===== src/shared/phase_shed_pkg.sv =====
package phase_shed_pkg;

    // ----------------------------------------------------------------
    // command decode and paging
    // ----------------------------------------------------------------
    localparam logic [7:0] CMD_SLOPE_CONFIG = 8'hde;
    localparam logic [7:0] PAGE_CH_A = 8'h00;
    localparam logic [7:0] PAGE_CH_B = 8'h01;
    localparam int NUM_PAGES = 2;
    localparam int REG_WIDTH = 16;

    // ----------------------------------------------------------------
    // field positions of the configuration word
    // ----------------------------------------------------------------
    localparam int UNUSED_HI = 15;
    localparam int UNUSED_LO = 10;
    localparam int DROP_OFS_HI = 9;
    localparam int DROP_OFS_LO = 8;
    localparam int SHED_EN_BIT = 7;
    localparam int XSLOPE_HI = 6;
    localparam int XSLOPE_LO = 5;
    localparam int TWO_PH_BIT = 4;
    localparam int ONE_PH_BIT = 3;
    localparam int BASE_HI = 2;
    localparam int BASE_LO = 0;

    // ----------------------------------------------------------------
    // slope amplitudes in millivolts
    // ----------------------------------------------------------------
    localparam logic [8:0] SLOPE_STEP_MV = 9'h028;
    localparam logic [8:0] SLOPE_TWO_PH_MV = 9'h078;
    localparam logic [8:0] SLOPE_ONE_PH_MV = 9'h050;

    // ----------------------------------------------------------------
    // drop threshold arithmetic in amperes
    // ----------------------------------------------------------------
    localparam logic [5:0] PEAK_BASE_A = 6'h0c;
    localparam logic [5:0] PEAK_STEP_A = 6'h02;
    localparam logic [5:0] DROP_OFS_STEP_A = 6'h02;
    localparam logic [5:0] DROP_OFS_BASE_A = 6'h02;
    localparam logic [1:0] PHASES_ONE = 2'h1;
    localparam logic [1:0] PHASES_TWO = 2'h2;
    localparam logic [1:0] PHASES_THREE = 2'h3;

    // base slope code to amplitude, 40 mV per step from 40 mV
    function automatic logic [8:0] slope_mv(input logic [2:0] code);
        slope_mv = 9'(SLOPE_STEP_MV * (9'(code) + 9'h001));
    endfunction : slope_mv

    // peak-efficiency current selected by the companion register
    function automatic logic [5:0] peak_amps(input logic [1:0] sel);
        peak_amps = 6'(PEAK_BASE_A + PEAK_STEP_A * 6'(sel));
    endfunction : peak_amps

    // twice the peak current plus an offset of -2, 0, +2 or +4 A
    function automatic logic [5:0] drop_threshold(input logic [1:0] sel,
                                                  input logic [1:0] ofs);
        drop_threshold = 6'(6'(peak_amps(sel) << 1) + 6'(DROP_OFS_STEP_A * 6'(ofs)) - DROP_OFS_BASE_A);
    endfunction : drop_threshold

endpackage : phase_shed_pkg


===== src/design/channel_slope_shed.sv =====
`timescale 1ns/1ps

module channel_slope_shed
    import phase_shed_pkg::*;
(
    input wire logic i_ref_clk,
    input wire logic i_rst,
    input wire logic [15:0] i_cfg,
    input wire logic [1:0] i_peak_sel,
    input wire logic [7:0] i_avg_current,
    input wire logic [1:0] i_phase_count,
    input wire logic i_fast_transient,
    output logic o_shed_enable,
    output logic [5:0] o_drop_threshold,
    output logic o_drop_request,
    output logic [8:0] o_slope_mv
);

    // ----------------------------------------------------------------
    // state
    // ----------------------------------------------------------------
    logic shed_en_r, shed_en_nxt;
    logic [5:0] thresh_r, thresh_nxt;
    logic drop_r, drop_nxt;
    logic [8:0] slope_r, slope_nxt;

    // decode of the stored word; bits 15:10 are never looked at
    always_comb begin
        logic [1:0] xcode;
        xcode = i_cfg[XSLOPE_HI:XSLOPE_LO];
        shed_en_nxt = i_cfg[SHED_EN_BIT];
        thresh_nxt = drop_threshold(i_peak_sel, i_cfg[DROP_OFS_HI:DROP_OFS_LO]);
        // drop when average per-phase current falls to the threshold
        drop_nxt = i_cfg[SHED_EN_BIT] && (i_phase_count == PHASES_THREE)
            && (i_avg_current <= {2'h0, thresh_nxt});
        // overrides fall back to the base slope when their code is zero
        slope_nxt = slope_mv(i_cfg[BASE_HI:BASE_LO]);
        if (i_fast_transient && xcode != 2'h0) begin
            slope_nxt = slope_mv(3'(xcode - 2'h1));
        end else if (!i_fast_transient && i_phase_count == PHASES_TWO && i_cfg[TWO_PH_BIT]) begin
            slope_nxt = SLOPE_TWO_PH_MV;
        end else if (!i_fast_transient && i_phase_count == PHASES_ONE && i_cfg[ONE_PH_BIT]) begin
            slope_nxt = SLOPE_ONE_PH_MV;
        end
    end

    // output registers
    always_ff @(posedge i_ref_clk) begin
        if (i_rst) begin
            shed_en_r <= 1'b0;
            thresh_r <= 6'h00;
            drop_r <= 1'b0;
            slope_r <= 9'h000;
        end else begin
            shed_en_r <= shed_en_nxt;
            thresh_r <= thresh_nxt;
            drop_r <= drop_nxt;
            slope_r <= slope_nxt;
        end
    end

    assign o_shed_enable = shed_en_r;
    assign o_drop_threshold = thresh_r;
    assign o_drop_request = drop_r;
    assign o_slope_mv = slope_r;
endmodule : channel_slope_shed


===== src/design/phase_shed_slope_config.sv =====
`timescale 1ns/1ps

module phase_shed_slope_config
    import phase_shed_pkg::*;
(
    input wire logic i_ref_clk,
    input wire logic i_rst,
    input wire logic [15:0] i_nvm_word_a,
    input wire logic [15:0] i_nvm_word_b,
    input wire logic i_req_valid,
    input wire logic i_req_write,
    input wire logic i_req_word,
    input wire logic [7:0] i_req_code,
    input wire logic [7:0] i_page,
    input wire logic [15:0] i_wr_data,
    input wire logic [1:0] i_peak_sel_a,
    input wire logic [1:0] i_peak_sel_b,
    input wire logic [7:0] i_avg_current_a,
    input wire logic [7:0] i_avg_current_b,
    input wire logic [1:0] i_phase_count_a,
    input wire logic [1:0] i_phase_count_b,
    input wire logic i_fast_transient_a,
    input wire logic i_fast_transient_b,
    output logic [15:0] o_rd_data,
    output logic o_ack,
    output logic o_nack,
    output logic o_shed_enable_a,
    output logic o_shed_enable_b,
    output logic [5:0] o_drop_threshold_a,
    output logic [5:0] o_drop_threshold_b,
    output logic o_drop_request_a,
    output logic o_drop_request_b,
    output logic [8:0] o_slope_mv_a,
    output logic [8:0] o_slope_mv_b
);

    // ----------------------------------------------------------------
    // request decode
    // ----------------------------------------------------------------
    logic page_ok;
    logic hit;
    logic page_idx;

    // only the two documented pages are valid
    assign page_ok = (i_page == PAGE_CH_A) || (i_page == PAGE_CH_B);
    // word transfer of the right command on a valid page
    assign hit = i_req_valid && i_req_word && (i_req_code == CMD_SLOPE_CONFIG) && page_ok;
    assign page_idx = (i_page == PAGE_CH_B);

    logic wr_hit;
    logic rd_hit;
    logic refused;

    // accepted writes and reads, and requests answered with a refusal
    assign wr_hit = hit && i_req_write;
    assign rd_hit = hit && !i_req_write;
    assign refused = i_req_valid && !hit;

    // ----------------------------------------------------------------
    // register storage and answer
    // ----------------------------------------------------------------
    logic [15:0] regs_r [NUM_PAGES];
    logic [15:0] regs_nxt [NUM_PAGES];
    logic [15:0] rd_data_r, rd_data_nxt;
    logic ack_r, ack_nxt;
    logic nack_r, nack_nxt;

    // next values of the page copies and of the bus answer
    always_comb begin
        regs_nxt = regs_r;
        rd_data_nxt = rd_data_r;
        ack_nxt = hit;
        nack_nxt = refused;
        if (i_rst) begin
            regs_nxt[0] = i_nvm_word_a;
            regs_nxt[1] = i_nvm_word_b;
            rd_data_nxt = 16'h0000;
            ack_nxt = 1'b0;
            nack_nxt = 1'b0;
        end else if (wr_hit) begin
            regs_nxt[page_idx] = i_wr_data; // all sixteen bits
        end else if (rd_hit) begin
            rd_data_nxt = regs_r[page_idx];
        end
    end

    // registers; reset contents come from the non-volatile image
    always_ff @(posedge i_ref_clk) begin
        regs_r <= regs_nxt;
        rd_data_r <= rd_data_nxt;
        ack_r <= ack_nxt;
        nack_r <= nack_nxt;
    end

    assign o_rd_data = rd_data_r;
    assign o_ack = ack_r;
    assign o_nack = nack_r;

    // ----------------------------------------------------------------
    // per-channel decode of the stored word
    // ----------------------------------------------------------------
    channel_slope_shed u_chan_a (
        .i_ref_clk(i_ref_clk),
        .i_rst(i_rst),
        .i_cfg(regs_r[0]),
        .i_peak_sel(i_peak_sel_a),
        .i_avg_current(i_avg_current_a),
        .i_phase_count(i_phase_count_a),
        .i_fast_transient(i_fast_transient_a),
        .o_shed_enable(o_shed_enable_a),
        .o_drop_threshold(o_drop_threshold_a),
        .o_drop_request(o_drop_request_a),
        .o_slope_mv(o_slope_mv_a)
    );

    channel_slope_shed u_chan_b (
        .i_ref_clk(i_ref_clk),
        .i_rst(i_rst),
        .i_cfg(regs_r[1]),
        .i_peak_sel(i_peak_sel_b),
        .i_avg_current(i_avg_current_b),
        .i_phase_count(i_phase_count_b),
        .i_fast_transient(i_fast_transient_b),
        .o_shed_enable(o_shed_enable_b),
        .o_drop_threshold(o_drop_threshold_b),
        .o_drop_request(o_drop_request_b),
        .o_slope_mv(o_slope_mv_b)
    );
endmodule : phase_shed_slope_config


===== config.mk =====
export PLATFORM = sky130hd
export DESIGN_NAME = phase_shed_slope_config
export DESIGN_NICKNAME = d
export VERILOG_FILES = /design/src/shared/phase_shed_pkg.sv /design/src/design/channel_slope_shed.sv /design/src/design/phase_shed_slope_config.sv
export SDC_FILE = /design/constraint.sdc
export NUM_CORES = 1
export LEC_CHECK = 0
export ABC_CLOCK_PERIOD_IN_PS = 2800
export BUFFER_PORTS_ARGS = -buffer_cell sky130_fd_sc_hd__buf_2
export CORE_MARGIN = 4
export CORE_UTILIZATION = 50
export CTS_CLUSTER_DIAMETER = 40
export DETAILED_ROUTE_END_ITERATION = 7
export PLACE_DENSITY = 0.8
export SETUP_SLACK_MARGIN = 0.02
export SLEW_MARGIN = 10
export SYNTH_ARGS = -nofsm -noshare
export SYNTH_HDL_FRONTEND = slang
export SYNTH_HIERARCHICAL = 1
export SYNTH_SLANG_ARGS = --single-unit

===== constraint.sdc =====
create_clock -name i_ref_clk -period 2.8 [get_ports i_ref_clk]
set_input_delay 0.28 -clock i_ref_clk [delete_from_list [all_inputs] [get_ports i_ref_clk]]
set_output_delay 0.28 -clock i_ref_clk [all_outputs]
set_load 0.03 [all_outputs]

# Word level (Yosys, flattened, before mapping)
# Cells that the tools add are included.
[classes] addsub=12 n_mul=4 magnitude_cmp=4 eq_ne=8 mux=14 bitwise_logic=2 n_reduce_logical=33
[ops] operator="$mux 16" n=4
[ops] operator="$mux 32" n=2
[ops] operator="$mux 9" n=6
[ops] operator="$mul 3x9->6 const A" n=4
[ops] operator="$bwmux 32" n=1
[ops] operator="$logic_and 1x1->1" n=21
[ops] operator="$add 3x1->4 const B" n=4
[ops] operator="$demux 16 s1" n=1
[ops] operator="$le 8x6->1" n=2
[ops] operator="$add 6x3->6" n=2
[ops] operator="$sub 6x2->6 const B" n=2
[ops] operator="$add 4x3->5 const A" n=2
[ops] operator="$eq 2x2->1 const B" n=4
[ops] operator="$eq 8x1->1 const B" n=1
[ops] operator="$eq 8x8->1 const B" n=1
[ops] operator="$logic_not 8->1" n=1
[ops] operator="$reduce_bool 2->1" n=3
[ops] operator="$reduce_or 3->1" n=2
[ops] operator="$sub 2x1->3 const B" n=2
[ops] operator="$eq 2x1->1 const B" n=2
[ops] operator="$logic_not 1->1" n=4
[ops] operator="$ge 2x2->1 const B" n=1
[ops] operator="$lt 2x1->1 const B" n=1
[ops] operator="$not 1->2" n=1
[ops] operator="3 further kinds" n=3
[word_totals] register_bits=84 output_inout_bits=52 word_cells=92

# Longest topological paths before layout
[logic_depth] ltp_word=9 ltp_mapped=11 depth_no_buf=11

# By module
# The synthesis kept the hierarchy.
[modules_own_cells] module="phase_shed_slope_config" n_inst=1 cells_each=234 area_per_inst_um2=2498.6
[modules_own_cells] module="channel_slope_shed (u_chan_a)" n_inst=1 cells_each=92 area_per_inst_um2=838.3
[modules_own_cells] module="channel_slope_shed (u_chan_b)" n_inst=1 cells_each=94 area_per_inst_um2=823.3

# Worst setup path after synthesis
# Ideal clock, no wire load.
[synth_path] kind="input to register" startpoint="input i_page[5]" endpoint="register regs_r[16] (netlist bit) (enable)" setup_ns=0.392 t_arrival_ns=2.038 required_time_ns=2.408 path_slack_ns=0.370 stages=5 n_path_buf=1 cell_sequence="or4_4 nor2_8 buf_8 nand3_1 o21bai_1"
[synth_via] elab_chain_cells=5 word_cells_on_any_way=6 cone_classes="1 x eq/ne; 5 x reduce/logical"
[synth_lines] item="start, declared" line_no="phase_shed_slope_config.sv:14" text="input wire logic [7:0] i_page,"
[synth_lines] item="$eq 8x1->1 or $logic_not 8->1 (tied branches)" line_no="phase_shed_slope_config.sv:45" text="assign page_ok = (i_page == PAGE_CH_A) || (i_page == PAGE_CH_B);"
[synth_lines] item="$logic_or 1x1->1 (*)" line_no="phase_shed_slope_config.sv:45"
[synth_lines] item="$logic_and 1x1->1 (*)" line_no="phase_shed_slope_config.sv:47" text="assign hit = i_req_valid && i_req_word && (i_req_code == CMD_SLOPE_CONFIG) && page_ok;"
[synth_lines] item="$logic_and 1x1->1 (*)" line_no="phase_shed_slope_config.sv:55" text="assign wr_hit = hit && i_req_write;"
[synth_lines] item="$reduce_bool 2->1 (no source line) (*)"
[synth_lines] item="end signal, assigned" line_no="phase_shed_slope_config.sv:89" text="regs_r <= regs_nxt;"
[synth_lines] item="end, declared" line_no="phase_shed_slope_config.sv:62" text="logic [15:0] regs_r [NUM_PAGES];"
# Every way passes the cells marked *; elsewhere a longest branch is shown, timed or not.
# A chain may end at the register's enable or synchronous reset.

# Final worst setup path
[layout_path] startpoint="register regs_r[25] (netlist bit)" endpoint="register u_chan_a.drop_r (netlist: u_chan_a/o_drop_request)"
[layout_via] elab_chain_cells=4
[layout_lines] item="$add 6x3->6" line_no="phase_shed_pkg.sv:58" text="drop_threshold = 6'(6'(peak_amps(sel) << 1) + 6'(DROP_OFS_STEP_A * 6'(ofs)) - DROP_OFS_BASE_A);"
[layout_lines] item="$sub 6x2->6" line_no="phase_shed_pkg.sv:58"
[layout_lines] item="net u_chan_a.thresh_nxt[5]" line_no="channel_slope_shed.sv:23" text="logic [5:0] thresh_r, thresh_nxt;"
[layout_lines] item="$le 8x6->1" line_no="channel_slope_shed.sv:35" text="&& (i_avg_current <= {2'h0, thresh_nxt});"
[layout_lines] item="$logic_and 1x1->1" line_no="channel_slope_shed.sv:35"
[layout_lines] item="end signal, assigned" line_no="channel_slope_shed.sv:57" text="drop_r <= drop_nxt;"
[layout_lines] item="end, declared" line_no="channel_slope_shed.sv:24" text="logic drop_r, drop_nxt;"
# The timed path passes the listed nets, and every way through them passes these cells.

==> results.cfg <==
[timing]
finalSetupViolations = 0
timing.final.crit_period_ns = 2.47
hold_viol_final = 0
max_clock_freq_mhz = 404
fin_ws_ns = 0.326
max-slew-margin-rel = 0.453
finalClockSkew_ns = 0.00507
maxSlewViolCount = 0
rsz0062_at_grt = no
worst_pin_slew_ns = 0.820
fin_crit_sh = 0.884
fin_setup_tns_ns = 0

[clock_tree]
clk_latency_ns = 0.35
clk_pin_slew_ns = 0.08
clkSinkCount = 76
cts_tree = yes
cts_setup_buffers = 0
postCtsHoldBufs = 0
ctsResizeCount = 0
cts_buffer_depth = 2
cts.root.buffer_cell = clkbuf_8
htree_num_levels = 3
numCtsBuffers = 9

[logic_synthesis]
yosysTopAreaCellShare = 0.231
yosysSeqAreaShare = 0.443
ys_warn_count = 6
synth.area.top_cells = edfxtp_1 23%, dfxtp_1 21%, ha_1 7.8%
postSynthAreaPerCell_sq_um = 9.91
synth-edff-count = 32
netlist_area_sq_um = 4160
yosys_most_used_dff = dfxtp_1
ys_types = 61
synth_largest_area_cell = edfxtp_1
postSynth.asyncResetShare = 0
synth-seq-cells = 76
synthCells = 420

[critical_path]
cp_max_fo = 3
critPathSlowestCell = fa_1
crit_type = reg -> reg
reg2reg_depth = 10
cp.arrival_ns = 2.76
cpPeakStageDelay_ns = 0.43
r2r-start = regs_r[25]
r2r_slack_ns = 0.33
crit_path_start_kind = flip-flop
critPathRequiredTime_ns = 3.09
cp-end-kind = flip-flop
cp_cell_sequence = inv_1 -> ha_1 -> inv_1 -> ha_1 -> fa_1 -> inv_1 -> ha_1 -> a2111oi_2 -> o211ai_1 -> a21oi_1
crit_path_end = u_chan_a/o_drop_request
r2r-end = u_chan_a/o_drop_request
cp-startpoint = regs_r[25]

[die]
core-area_sq_um = 8130
ios = 147
initial_core_util = 0.511
die_w_um = 99.2
dieArea_sq_um = 9840
row_count = 33
die_h_um = 99.2

[layout]
fillCellCount = 681
layout_common_cells = 137 x buf_2, 73 x nand2_1, 44 x dfxtp_1
final_common_cell = buf_2
antenna_cells = 0
layout-drive-gt1-share = 0.325
layout.cells.non_filler = 662
fin_nets = 677
regArea_sq_um = 1840
synthToLayoutAreaGrowth_pct = 22.5
multi_input_area_sq_um = 1990

[status]
status = finished clean

[global_route]
grt_pass1_vias = 3376
antenna_found_initial = 0
grt_use_total = 0.210
grt_max_degree = 71
grt_pass1_wl_um = 16200
grt-ovfl-total = 0

[detailed_routing]
drc = 0
first_pass_iters = 4
drtAntennaViolNets = 0
drtIter0Drc = 223
wl_per_cell_um = 15.8
vias = 3491
viasPerCell = 5.27
drt_wl_total_um = 10500

[placed_design]
dp_cells = 646
dp_hpwl_um = 7930
io_buffers = 138
gp_congestion = 0.850
dp_slack_ns = 0.384

[pwr]
clkPwrFrac = 0.359
leakage_nw = 2.36
vdd_drop_max_v = 0.000232
p_int_w = 0.00210
combPwrFrac = 0.200
p_seq_frac = 0.442
p_sw_frac = 0.273
p_per_area_nw_per_um2 = 566
p_sw_w = 0.000789

[run]
maxCapViolCount = 0

[worst_hold_path]
worstHoldStart = i_req_valid
holdCritPathClass = in -> reg
## synth_stat cells (3+ instances only)
master / n
mux2i_1: 19
a311oi_1: 7
a21oi_1: 9
nor2b_1: 3
a311oi_2: 9
nor2_1: 17
dfxtp_1: 44
a211oi_1: 3
o21ai_0: 12
inv_1: 36
buf_8: 3
fa_1: 4
ha_1: 26
edfxtp_1: 32
xor2_1: 5
o21ai_1: 22
a31oi_1: 16
clkbuf_1: 12
nor3_1: 7
nand2_1: 73
buf_4: 11
## critical path, delay by kind of cell (launching register included)
family | cells | cell delay, ns
buffers and inverters | 3 | 0.22
flip-flops | 1 | 0.39
AO/OA/AOI/OAI | 3 | 0.64
adder cells (fa/ha/maj) | 4 | 1.16
## state kept, by name (all words and copies together), names as in the netlist
register and count:
o_ack 1, o_rd_data 16, o_nack 1, u_chan_b/o_slope_mv 6, regs_r 32, u_chan_a/o_drop_request 1
u_chan_b/o_drop_threshold 5, u_chan_a/o_shed_enable 1, u_chan_a/o_slope_mv 6, u_chan_b/o_shed_enable 1, u_chan_a/o_drop_threshold 5, u_chan_b/o_drop_request 1
## cell families after synthesis
kind of cell,count (synthesis),synth area share
adders and majority gates,30,0.0974
xor gates and xnor gates,6,0.0126
buffers and inverters,67,0.0854
other,2,0.00181
AOI/OAI and AO/OA,92,0.158
DFF,76,0.443
and+or+nand+nor,128,0.156
muxes,19,0.0457
## layout make-up
cell class / instances / share of cell area
multi-input cells: 283 / 0.390
flip-flops and latches: 76 / 0.361
repair buffers: 146 / 0.148
clock buffers: 12 / 0.0304
inverters: 36 / 0.0265
well taps: 105 / 0.0258
clock inverters: 4 / 0.0187
## stage by stage
step	hold slack (ns)	total power (W)	utilization	instance area, sq um
6_report	0.198	0.00289	0.627	5100
5_1_grt	0.198	0.00301	0.627	5100
4_1_cts	0.192	0.00290	0.627	5100
3_5_place_dp	0.546	0.00187	0.596	4850
3_3_place_gp	0.538	0.00184	0.596	4850
2_1_floorplan	0.358	0.00167	-	4180
## how the worst min path moves through the flow
| stage | slack, ns | to | cells after the start |
|---|---|---|---|
| after floorplan | 0.36 | u_chan_b/o_slope_mv[5] | 1 |
| after global placement | 0.54 | o_rd_data[4] | 2 |
| after detailed placement | 0.55 | o_rd_data[4] | 2 |
| after CTS | 0.19 | o_nack | 2 |
| after global routing | 0.20 | o_nack | 2 |
| final | 0.20 | o_nack | 2 |
## per-layer routing
| metal | part of all wire | GRT usage | vias up |
|---|---|---|---|
| met3 | 0.076 | 0.0449 | 18 |
| met2 | 0.50 | 0.366 | 142 |
| met5 | 0 | 0 | - |
| met4 | 0.024 | 0.0945 | 0 |
| met1 | 0.40 | 0.249 | 1598 |
| li1 | - | - | 1733 |
## power groups by stage
stage	combinational, W	sequential [W]	clock [W]
finish	0.000576	0.00128	0.00104
global route	0.000640	0.00128	0.00109
CTS	0.000574	0.00128	0.00105
detailed placement	0.000568	0.00130	0
global placement	0.000542	0.00130	0
floorplan	0.000303	0.00137	0
Power figures use the tool's default switching activity.
